`src/hdl/adc_port_pkg.sv`:
```
package adc_port_pkg;

    // ------------------------------------------------------------
    // Sizes and counts
    // ------------------------------------------------------------
    localparam int SAMPLE_WIDTH = 10;
    localparam int PIPE_LATENCY = 5;
    localparam logic [2:0] PIPE_LAST = 3'h4;
    localparam logic [2:0] FILL_COUNT = 3'h5;
    localparam logic [9:0] CODE_RESET = 10'h000;
    localparam logic [9:0] CODE_MAX = 10'h3ff;

    // Span and reference choices
    localparam logic SPAN_2V = 1'b1;
    localparam logic SPAN_1V = 1'b0;
    localparam logic REF_EXTERNAL = 1'b1;
    localparam logic REF_INTERNAL = 1'b0;

    typedef logic [SAMPLE_WIDTH-1:0] sample_t;

    // Static configuration seen by the converter
    typedef struct packed {
        logic powerDown;
        logic rangeTwoVolt;
        logic refExternal;
    } config_t;

    // One word with its valid flag
    typedef struct packed {
        logic valid;
        sample_t data;
    } word_t;

    // Power state
    typedef enum logic [1:0] {
        PWR_OFF = 2'b00,
        PWR_FILL = 2'b01,
        PWR_RUN = 2'b11
    } pwr_state_t;

    // Bit reversal: output pin one carries the MSB
    function automatic sample_t pin_order(input sample_t code);
        sample_t r;
        r = '0;
        for (int i = 0; i < SAMPLE_WIDTH; i++)
        begin
            r[i] = code[SAMPLE_WIDTH-1-i];
        end
        return r;
    endfunction : pin_order

endpackage : adc_port_pkg

```
`src/hdl/adc_output_port.sv`:
```
`timescale 1ns/1ns
`default_nettype none

module adc_output_port
(
    input wire logic clk_sys,
    input wire logic rst_b,
    input wire logic clkEn,
    input wire adc_port_pkg::sample_t sampleCode,
    input wire logic outEnableInB,
    input wire logic outEnableDriven,
    input wire logic powerDownCtrl,
    input wire logic rangeSelect,
    input wire logic rangeSelectDriven,
    input wire logic referenceSourceSelect,
    input wire logic referenceSourceDriven,
    input wire logic sinkReady,
    output logic [9:0] dataPinOut,
    output logic [9:0] dataPinOeB,
    output logic wordValid,
    output logic sampleTaken,
    output logic rangeTwoVolt,
    output logic refExternal,
    output logic powerDownState
);

    // ------------------------------------------------------------
    // Types and state
    // ------------------------------------------------------------
    typedef struct packed {
        logic [2:0][1:0] syncPin;
        // Stages before the buffer; buffer write and pin flop make up the rest
        adc_port_pkg::sample_t [adc_port_pkg::PIPE_LATENCY-2:0] pipe;
        logic [adc_port_pkg::PIPE_LATENCY-2:0] pipeValid;
        adc_port_pkg::pwr_state_t pwr;
        logic [2:0] fill;
        adc_port_pkg::config_t cfg;
        adc_port_pkg::sample_t pinOut;
        logic [9:0] pinOeB;
        logic wordValid;
        logic sampleTaken;
    } port_state_t;

    port_state_t s_q;
    port_state_t s_d;
    logic oeLevel;
    logic rangeLevel;
    logic refLevel;
    logic bufValid;
    adc_port_pkg::sample_t bufData;
    logic bufInReady;
    logic bufTake;
    logic oeSyncB;

    // ------------------------------------------------------------
    // Pull resistors resolved before synchronising
    // ------------------------------------------------------------
    assign oeLevel = outEnableDriven ? outEnableInB : 1'b0;
    assign rangeLevel = rangeSelectDriven ? rangeSelect : 1'b1;
    assign refLevel = referenceSourceDriven ? referenceSourceSelect : 1'b1;
    assign oeSyncB = s_q.syncPin[0][1];

    // Output word buffer absorbs a stalled receiver
    skid_buffer u_buf
    (
        .clk_sys(clk_sys),
        .rst_b(rst_b),
        .clkEn(clkEn),
        .inValid(s_q.pipeValid[adc_port_pkg::PIPE_LATENCY-2]),
        .inData(s_q.pipe[adc_port_pkg::PIPE_LATENCY-2]),
        .inReady(bufInReady),
        .outValid(bufValid),
        .outData(bufData),
        .outReady(bufTake)
    );

    // Drain while receiver ready and pins enabled
    assign bufTake = sinkReady && !oeSyncB;

    // ------------------------------------------------------------
    // Next state
    // ------------------------------------------------------------
    always_comb
    begin
        s_d = s_q;
        // Two-stage synchronisers for pins
        s_d.syncPin[0] = {s_q.syncPin[0][0], oeLevel};
        s_d.syncPin[1] = {s_q.syncPin[1][0], rangeLevel};
        s_d.syncPin[2] = {s_q.syncPin[2][0], refLevel};
        s_d.cfg.powerDown = (s_q.pwr == adc_port_pkg::PWR_OFF);
        s_d.cfg.rangeTwoVolt = s_q.syncPin[1][1];
        s_d.cfg.refExternal = s_q.syncPin[2][1];
        s_d.sampleTaken = 1'b0;

        // Power control
        case (s_q.pwr)
            adc_port_pkg::PWR_OFF:
            begin
                if (!powerDownCtrl)
                begin
                    s_d.pwr = adc_port_pkg::PWR_FILL;
                    s_d.fill = 3'h0;
                end
            end
            adc_port_pkg::PWR_FILL:
            begin
                if (powerDownCtrl)
                begin
                    s_d.pwr = adc_port_pkg::PWR_OFF;
                end
                else if (bufInReady && s_q.fill == adc_port_pkg::PIPE_LAST)
                begin
                    s_d.pwr = adc_port_pkg::PWR_RUN;
                end
                else if (bufInReady)
                begin
                    s_d.fill = s_q.fill + 3'h1;
                end
            end
            adc_port_pkg::PWR_RUN:
            begin
                if (powerDownCtrl)
                begin
                    s_d.pwr = adc_port_pkg::PWR_OFF;
                end
            end
            default:
            begin
                s_d.pwr = adc_port_pkg::PWR_OFF;
            end
        endcase

        // Pipeline stages advance once per clock, stall on full buffer
        if (s_q.pwr == adc_port_pkg::PWR_OFF || powerDownCtrl)
        begin
            s_d.pipeValid = '0;
        end
        else if (bufInReady)
        begin
            s_d.pipe[0] = sampleCode;
            s_d.pipeValid[0] = 1'b1;
            s_d.sampleTaken = 1'b1;
            for (int i = 1; i < adc_port_pkg::PIPE_LATENCY - 1; i++)
            begin
                s_d.pipe[i] = s_q.pipe[i-1];
                s_d.pipeValid[i] = s_q.pipeValid[i-1];
            end
        end

        // Pin drive
        if (bufTake && bufValid)
        begin
            s_d.pinOut = adc_port_pkg::pin_order(bufData);
        end
        s_d.wordValid = bufTake && bufValid;
        s_d.pinOeB = {10{oeSyncB}};
    end

    // Register
    always_ff @(posedge clk_sys)
    begin
        if (!rst_b)
        begin
            s_q <= '0;
            // Synchronisers start high (pins disabled, 2 V span, external reference), no false span change
            s_q.syncPin <= '1;
            s_q.pwr <= adc_port_pkg::PWR_OFF;
            s_q.pinOeB <= 10'h3ff;
            s_q.cfg.rangeTwoVolt <= adc_port_pkg::SPAN_2V;
            s_q.cfg.refExternal <= adc_port_pkg::REF_EXTERNAL;
            s_q.cfg.powerDown <= 1'b1;
        end
        else if (clkEn)
        begin
            s_q <= s_d;
        end
    end

    // ------------------------------------------------------------
    // Outputs straight from flops
    // ------------------------------------------------------------
    assign dataPinOut = s_q.pinOut;
    assign dataPinOeB = s_q.pinOeB;
    assign wordValid = s_q.wordValid;
    assign sampleTaken = s_q.sampleTaken;
    assign rangeTwoVolt = s_q.cfg.rangeTwoVolt;
    assign refExternal = s_q.cfg.refExternal;
    assign powerDownState = s_q.cfg.powerDown;

endmodule : adc_output_port

`default_nettype wire

```
`src/hdl/skid_buffer.sv`:
```
`timescale 1ns/1ns
`default_nettype none

module skid_buffer
(
    input wire logic clk_sys,
    input wire logic rst_b,
    input wire logic clkEn,
    input wire logic inValid,
    input wire adc_port_pkg::sample_t inData,
    output logic inReady,
    output logic outValid,
    output adc_port_pkg::sample_t outData,
    input wire logic outReady
);

    // ------------------------------------------------------------
    // Two-entry store
    // ------------------------------------------------------------
    typedef struct packed {
        adc_port_pkg::sample_t [1:0] mem;
        logic [1:0] count;
        logic rd;
        logic wr;
    } skid_state_t;

    skid_state_t s_q;
    skid_state_t s_d;
    logic doWrite;
    logic doRead;

    assign inReady = (s_q.count != 2'h2);
    assign outValid = (s_q.count != 2'h0);
    assign outData = s_q.mem[s_q.rd];
    assign doWrite = inValid && inReady;
    assign doRead = outValid && outReady;

    // Next state
    always_comb
    begin
        s_d = s_q;
        if (doWrite)
        begin
            s_d.mem[s_q.wr] = inData;
            s_d.wr = ~s_q.wr;
        end
        if (doRead)
        begin
            s_d.rd = ~s_q.rd;
        end
        s_d.count = s_q.count + {1'b0, doWrite} - {1'b0, doRead};
    end

    // Register
    always_ff @(posedge clk_sys)
    begin
        if (!rst_b)
        begin
            s_q <= '0;
        end
        else if (clkEn)
        begin
            s_q <= s_d;
        end
    end

endmodule : skid_buffer

`default_nettype wire

```
`config.mk`:
```
export PLATFORM = sky130hd
export DESIGN_NAME = adc_output_port
export DESIGN_NICKNAME = d
export VERILOG_FILES = /design/src/hdl/adc_port_pkg.sv /design/src/hdl/adc_output_port.sv /design/src/hdl/skid_buffer.sv
export SDC_FILE = /design/constraint.sdc
export NUM_CORES = 1
export LEC_CHECK = 0
export BUFFER_PORTS_ARGS = -buffer_cell sky130_fd_sc_hd__buf_2
export CORE_MARGIN = 4
export CORE_UTILIZATION = 60
export CTS_BUF_LIST = sky130_fd_sc_hd__clkbuf_8
export DETAILED_ROUTE_END_ITERATION = 10
export GPL_TIMING_DRIVEN = 0
export HOLD_SLACK_MARGIN = 0.08
export PLACE_DENSITY = 0.81
export RECOVER_POWER = 25
export SYNTH_ARGS = -nofsm -noshare
export SYNTH_HDL_FRONTEND = slang
export SYNTH_SLANG_ARGS = --single-unit
```
`constraint.sdc`:
```
create_clock -name clk_sys -period 3.1 [get_ports clk_sys]
set_input_delay 0 -clock clk_sys [delete_from_list [all_inputs] [get_ports clk_sys]]
set_output_delay 0 -clock clk_sys [all_outputs]
set_load 0.01 [all_outputs]
```
==> results.toml, run 1 <==
[setup_path]
r2r_cells = 8
slowest_stage = "clkbuf_1"
crit_path_start = "u_buf.s_q[3]"
r2r_start = "u_buf.s_q[3]"
cp-start-kind = "flop"
rrSetupSlack_ns = 0.98
cp.required_ns = 3.38
critPathMaxStageDelay_ns = 0.41
endpoint_kind = "flop"
timing.rr.end = "u_buf.s_q[3]"
cp-endpoint = "u_buf.s_q[3]"
crit_chain = "nor2b_1 > buf_6 > clkbuf_1 > nor2_1 > ha_1 > xnor2_1 > or3_1 > a21oi_1"
arrival_ns = 2.40
cp_max_fo = 10
crit_type = "flop to flop"

[yosys]
ys_seq_area_frac = 0.456
yosysTopAreaCell = "dfxtp_1"
synth-async-reset-ratio = 0
yosysWarningCount = 0
ys_types = 43
syn_avg_cell_area_um2 = 9.04
netlist.area_leader.share = 0.456
synth_top_flop_cell = "dfxtp_1"
synth_area_leaders = "dfxtp_1 46%, mux2i_1 8.9%, o31ai_1 7.6%, nand4_1 6.5%, a21oi_1 5.8%"
netlist_area_um2 = 4170
ys_seq_elements = 95
syn_nets = 486
syn_inst = 461
synth_edf_count = 0

[cts]
clock_sinks = 95
postCtsSetupRepairBufs = 0
cts_buffer_depth = 2
clk_latency_ns = 0.36
ctsHtreeMaxLevel = 3
clk_pin_slew_ns = 0.08
cts_tree = "yes"
root_buffer = "clkbuf_8"
cts_buffers = 9

[cells_and_area]
num_antenna_cells = 0
syn_to_final_growth_pct = 15.7
fillers = 531
regArea_um2 = 1900
multiInputGateArea_um2 = 1880
fin_util = 0.714
final_nets = 561
design_area_um2 = 4820
final_layout_size_suffix_gt1_frac = 0.135

[status]
status = "finished, final reports clean"

[global_routing]
grt_max_degree = 14
grt_usage = 0.249
grt_overflow = 0
grt_pass1_wl_um = 17100
grt_pass1_vias = 3626
antenna_found_initial = 0

[die]
placementRows = 30
start_util = 0.617
io_pins = 46
coreArea_um2 = 6760
dieArea_um2 = 8340
die_height_um = 91.3
fp.dieW_um = 91.3

[timing]
fmax_mhz = 471
hold_violations = 0
fin_ws_ns = 0.976
rsz0062_at_grt = "false"
setup_tns_ns = 0
fin_hold_ws_ns = 0.103
finalMaxSlewViolations = 0
tightest_slew_ns = 0.601
relSlewSlack = 0.600
skew_ns = 0.0106
setup_viol = 0
finalCritPeriodShare = 0.685
min_period_ns = 2.12

[pwr]
pwr-share-comb = 0.073
p_clk_frac = 0.335
p_leak_nw = 1.76
swShare = 0.241
pwr-share-seq = 0.593
vdd_drop_max_v = 0.000280
p_per_area_nw_per_um2 = 432
internal_power_mw = 1.58
power.switching_mw = 0.502

[worst_hold_path]
worstHoldPathType = "primary input to flop"

[drt]
vias = 3814
drtIter0Drc = 316
remaining_drc_errors = 0
vias_per_cell = 6.15
drt_first_pass_iters = 4
wl_per_cell_um = 16.5
ant_nets = 0
wl_um = 10200

[place]
gp_congestion = 0.842
pre_cts_slack_ns = 1.03
port_buffers = 45
dp_hpwl_um = 6950
place_area_um2 = 4490

[run]
maxCapViolations = 0
==> cells in the final DEF, fill, tap and decap left out, types with 12 or more instances in the layout <==
master         Yosys  final
dfxtp_1           95     95
clkbuf_1          37     52
a21oi_1           48     48
nand2_1           45     45
nand4_1           43     43
o31ai_1           42     42
mux2i_1           37     37
buf_2              6     36
dlygate4sd3_1      0     19
inv_1              7     12
a31oi_1           12     12
a211oi_1          12     12
==> cells by family (layout without fill, tap and decap cells) <==
kind of cell             after synthesis  count (layout)  share of synthesized area
AO/OA/AOI/OAI                        132             132                      0.203
XOR/XNOR                               1               1                    0.00210
adder cells (fa/ha/maj)                4               4                     0.0120
buffers and inverters                 78             157                     0.0937
flip-flops                            95              95                      0.456
multiplexers                          37              37                     0.0889
AND/OR/NAND/NOR                      114             114                      0.144
==> flip-flops by register name, summed over array words and instances, names as in the netlist <==
signal          cells
refExternal         1
wordValid           1
s_d                 5
dataPinOeB          1
powerDownState      1
rangeTwoVolt        1
sampleTaken         1
oeSyncB             1
s_q                49
u_buf.s_q          24
dataPinOut         10
==> worst min-delay path by stage <==
stage	slack, ns	endpoint	startpoint	cells after the start
final	0.10	u_buf.s_q[1]	sinkReady	4
after global placement	0.26	s_q[28]	powerDownCtrl	2
after CTS	0.09	u_buf.s_q[1]	sinkReady	4
after floorplan	0.10	s_q[28]	powerDownCtrl	1
after global routing	0.14	u_buf.s_q[1]	sinkReady	4
after detailed placement	0.27	s_q[28]	powerDownCtrl	2
==> through the flow <==
step | std cells | power, mW
5_1_grt | 620 | 2.17
3_5_place_dp | 586 | 1.39
2_1_floorplan | 461 | 1.35
6_report | 620 | 2.08
4_1_cts | 620 | 2.08
3_3_place_gp | 586 | 1.39
==> timing repair <==
item	4_1_cts	5_1_grt
gates resized for setup	0	0
endpoints found under the setup margin	0	0
hold endpoints to repair	17	0
hold buffers	19	0
==> cells in the mapped netlist (2+ instances only) <==
master,instances
clkbuf_1,37
dfxtp_1,95
ha_1,4
buf_2,6
buf_6,2
a211oi_1,12
a31oi_1,12
nand2_1,45
buf_1,5
nor2_1,4
nand4_1,43
nand3b_1,2
nor2b_1,4
buf_4,20
nand2b_1,3
o31ai_1,42
a21oi_1,48
nand3_1,3
inv_1,7
o22ai_1,2
o21ai_0,7
mux2i_1,37
==> metal layers <==
metal	track usage	wire, um	vias to the layer above	share of wire
met5	0	0	-	0
met2	0.407	4950	112	0.48
li1	-	-	1838	-
met3	0.0356	513	21	0.050
met4	0.0955	206	0	0.020
met1	0.334	4560	1843	0.45
==> power by group through the flow <==
stage,sequential [mW],clock (mW),combinational (mW)
6_report,1.23,0.697,0.151
4_1_cts,1.23,0.700,0.149
3_5_place_dp,1.26,0,0.131
2_1_floorplan,1.26,0,0.0834
5_1_grt,1.24,0.766,0.165
3_3_place_gp,1.26,0,0.127
==> worst max-delay path: cells and delay by family (launching register included) <==
kind	cells	cell delay (ns)
AO/OA/AOI/OAI	1	0.14
AND/OR/NAND/NOR	3	0.58
buffers and inverters	2	0.57
adder cells (fa/ha/maj)	1	0.23
XOR/XNOR	1	0.13
flip-flops	1	0.40
==> cell type report <==
cell class | count | area share
Clock buffer | 10 | 0.0285
Tap cell | 80 | 0.0208
Multi-Input combinational cell | 288 | 0.389
Timing Repair Buffer | 64 | 0.0823
Clock inverter | 5 | 0.00415
Inverter | 8 | 0.00623
Buffer | 70 | 0.0747
Sequential cell | 95 | 0.394
No activity file was read; power rests on OpenSTA's default activity.
==> inputs of run 2 (changes only) <==
--- a/config.mk
+++ b/config.mk
@@ -7,12 +7,12 @@
 export LEC_CHECK = 0
 export BUFFER_PORTS_ARGS = -buffer_cell sky130_fd_sc_hd__buf_2
 export CORE_MARGIN = 4
-export CORE_UTILIZATION = 60
+export CORE_UTILIZATION = 55
 export CTS_BUF_LIST = sky130_fd_sc_hd__clkbuf_8
 export DETAILED_ROUTE_END_ITERATION = 10
 export GPL_TIMING_DRIVEN = 0
 export HOLD_SLACK_MARGIN = 0.08
-export PLACE_DENSITY = 0.81
+export PLACE_DENSITY = 0.79
 export RECOVER_POWER = 25
 export SYNTH_ARGS = -nofsm -noshare
 export SYNTH_HDL_FRONTEND = slang
==> constraint.sdc (replaced) <==
create_clock -name clk_sys -period 1.9 [get_ports clk_sys]
set_input_delay 0 -clock clk_sys [delete_from_list [all_inputs] [get_ports clk_sys]]
set_output_delay 0 -clock clk_sys [all_outputs]
set_load 0.01 [all_outputs]
==> results.toml, run 2 (synthesis results as in run 1) <==
[cells_and_area]
layout_commonest_cell = "dfxtp_1"
largest_reg_flops = 49
syn_to_final_growth_pct = 18.6
final_layout_size_suffix_gt1_frac = 0.152
fin_util = 0.678
top_register = "s_q"
final_nets = 560
num_antenna_cells = 0
final_cell_mix = "92 x dfxtp_1, 52 x clkbuf_1, 48 x a21oi_1"

[setup_path]
crit_type = "flop to flop"
arrival_ns = 2.07
cp_max_fo = 10
cp-start-kind = "flop"
cp_common_cell = "clkbuf_1"
slowest_stage = "clkbuf_1"
critPathMaxStageDelay_ns = 0.44
cp.required_ns = 2.19
crit_chain = "buf_2 > o21ba_2 > clkbuf_1 > clkbuf_1 > nand4_1 > a21oi_1"
endpoint_kind = "flop"

[global_routing]
grt_pass1_vias = 3602
antenna_found_initial = 0
grt_max_degree = 20
grt_overflow = 0
grt_usage = 0.236
grt_pass1_wl_um = 16800

[timing]
min_period_ns = 1.78
relSlewSlack = 0.585
finalCritPeriodShare = 0.938
hold_violations = 0
skew_ns = 0.00914
fmax_mhz = 561
finalMaxSlewViolations = 0
tightest_slew_ns = 0.623
setup_viol = 0
setup_tns_ns = 0
rsz0062_at_grt = "false"

[drt]
remaining_drc_errors = 0
vias_per_cell = 5.95
wl_um = 10300
drtIter0Drc = 225
wl_per_cell_um = 16.1
drt_first_pass_iters = 5
ant_nets = 0
vias = 3799

[cts]
cts_tree = "yes"
clk_latency_ns = 0.36
postCtsSetupRepairBufs = 0
clock_sinks = 95
cts_buffer_depth = 2
clk_pin_slew_ns = 0.10
ctsHtreeMaxLevel = 3
cts_buffers = 9
root_buffer = "clkbuf_8"

[die]
start_util = 0.572
placementRows = 31
fp.dieW_um = 95.1
dieArea_um2 = 9030
die_height_um = 95.1
io_pins = 46
coreArea_um2 = 7290

[worst_hold_path]
worstHoldPathType = "primary input to flop"

[pwr]
p_leak_nw = 1.79
vdd_drop_max_v = 0.000427
p_per_area_nw_per_um2 = 783

[status]
status = "finished, final reports clean"

[place]
dp_hpwl_um = 7010
port_buffers = 45
gp_congestion = 0.859

[run]
maxCapViolations = 0
run 2: power by group:
group,switching [mW],internal (mW)
clock,0.726,0.879
combinational,0.158,0.0915
sequential,0.0102,2.01
run 2: critical path, delay by kind of cell (launching register included):
kind | cells | cell delay [ns]
buffers and inverters | 3 | 0.87
AOI/OAI and AO/OA | 2 | 0.35
DFF | 1 | 0.32
and+or+nand+nor | 1 | 0.16
run 2: final cells by class:
type,instances,area [um2]
fillers,600,2350
flip-flops and latches,95,1910
multi-input cells,288,1890
repair buffers,64,395
plain buffers,69,357
clock buffers,9,124
well taps,99,124
clock inverters,7,120
inverters,8,30.0
run 2: metal layers:
metal  vias to the layer above  global-route usage  share of wire
li1                       1831                   -              -
met1                      1814               0.299           0.44
met2                       135               0.402           0.48
met3                        19              0.0418          0.061
met4                         0              0.0841          0.021
met5                         -                   0              0
run 2: path summary, 6_finish.rpt:
path / from / endpoint / slack, ns / depth (start not counted)
worst max register to register: s_q[28] / s_q[39] / 0.12 / 6
worst min-delay path: clkEn / s_q[27] / 0.13 / 3
worst min register to register: u_buf.s_q[8] / u_buf.s_q[8] / 0.46 / 2
worst max-delay path: s_q[28] / s_q[39] / 0.12 / 6
run 2: metrics by stage:
| stage | hold WS (ns) | power [mW] | std cells | instance area, um2 | setup slack, ns |
|---|---|---|---|---|---|
| 3_5_place_dp | 0.271 | 2.28 | 605 | 4520 | -0.186 |
| 5_1_grt | 0.148 | 3.98 | 639 | 4940 | 0.00351 |
| 2_1_floorplan | 0.101 | 2.20 | 461 | 4170 | 0.0888 |
| 4_1_cts | 0.0811 | 3.87 | 639 | 4950 | 0.0502 |
| 3_3_place_gp | 0.264 | 2.27 | 605 | 4520 | -0.122 |
| 6_report | 0.133 | 3.87 | 639 | 4940 | 0.118 |
run 2: timing repair:
action,in CTS,in global routing
setup endpoints to repair,2,2
pin swaps,0,1
resized for setup,0,5
endpoints found under the hold margin,18,1
hold buffers,19,1
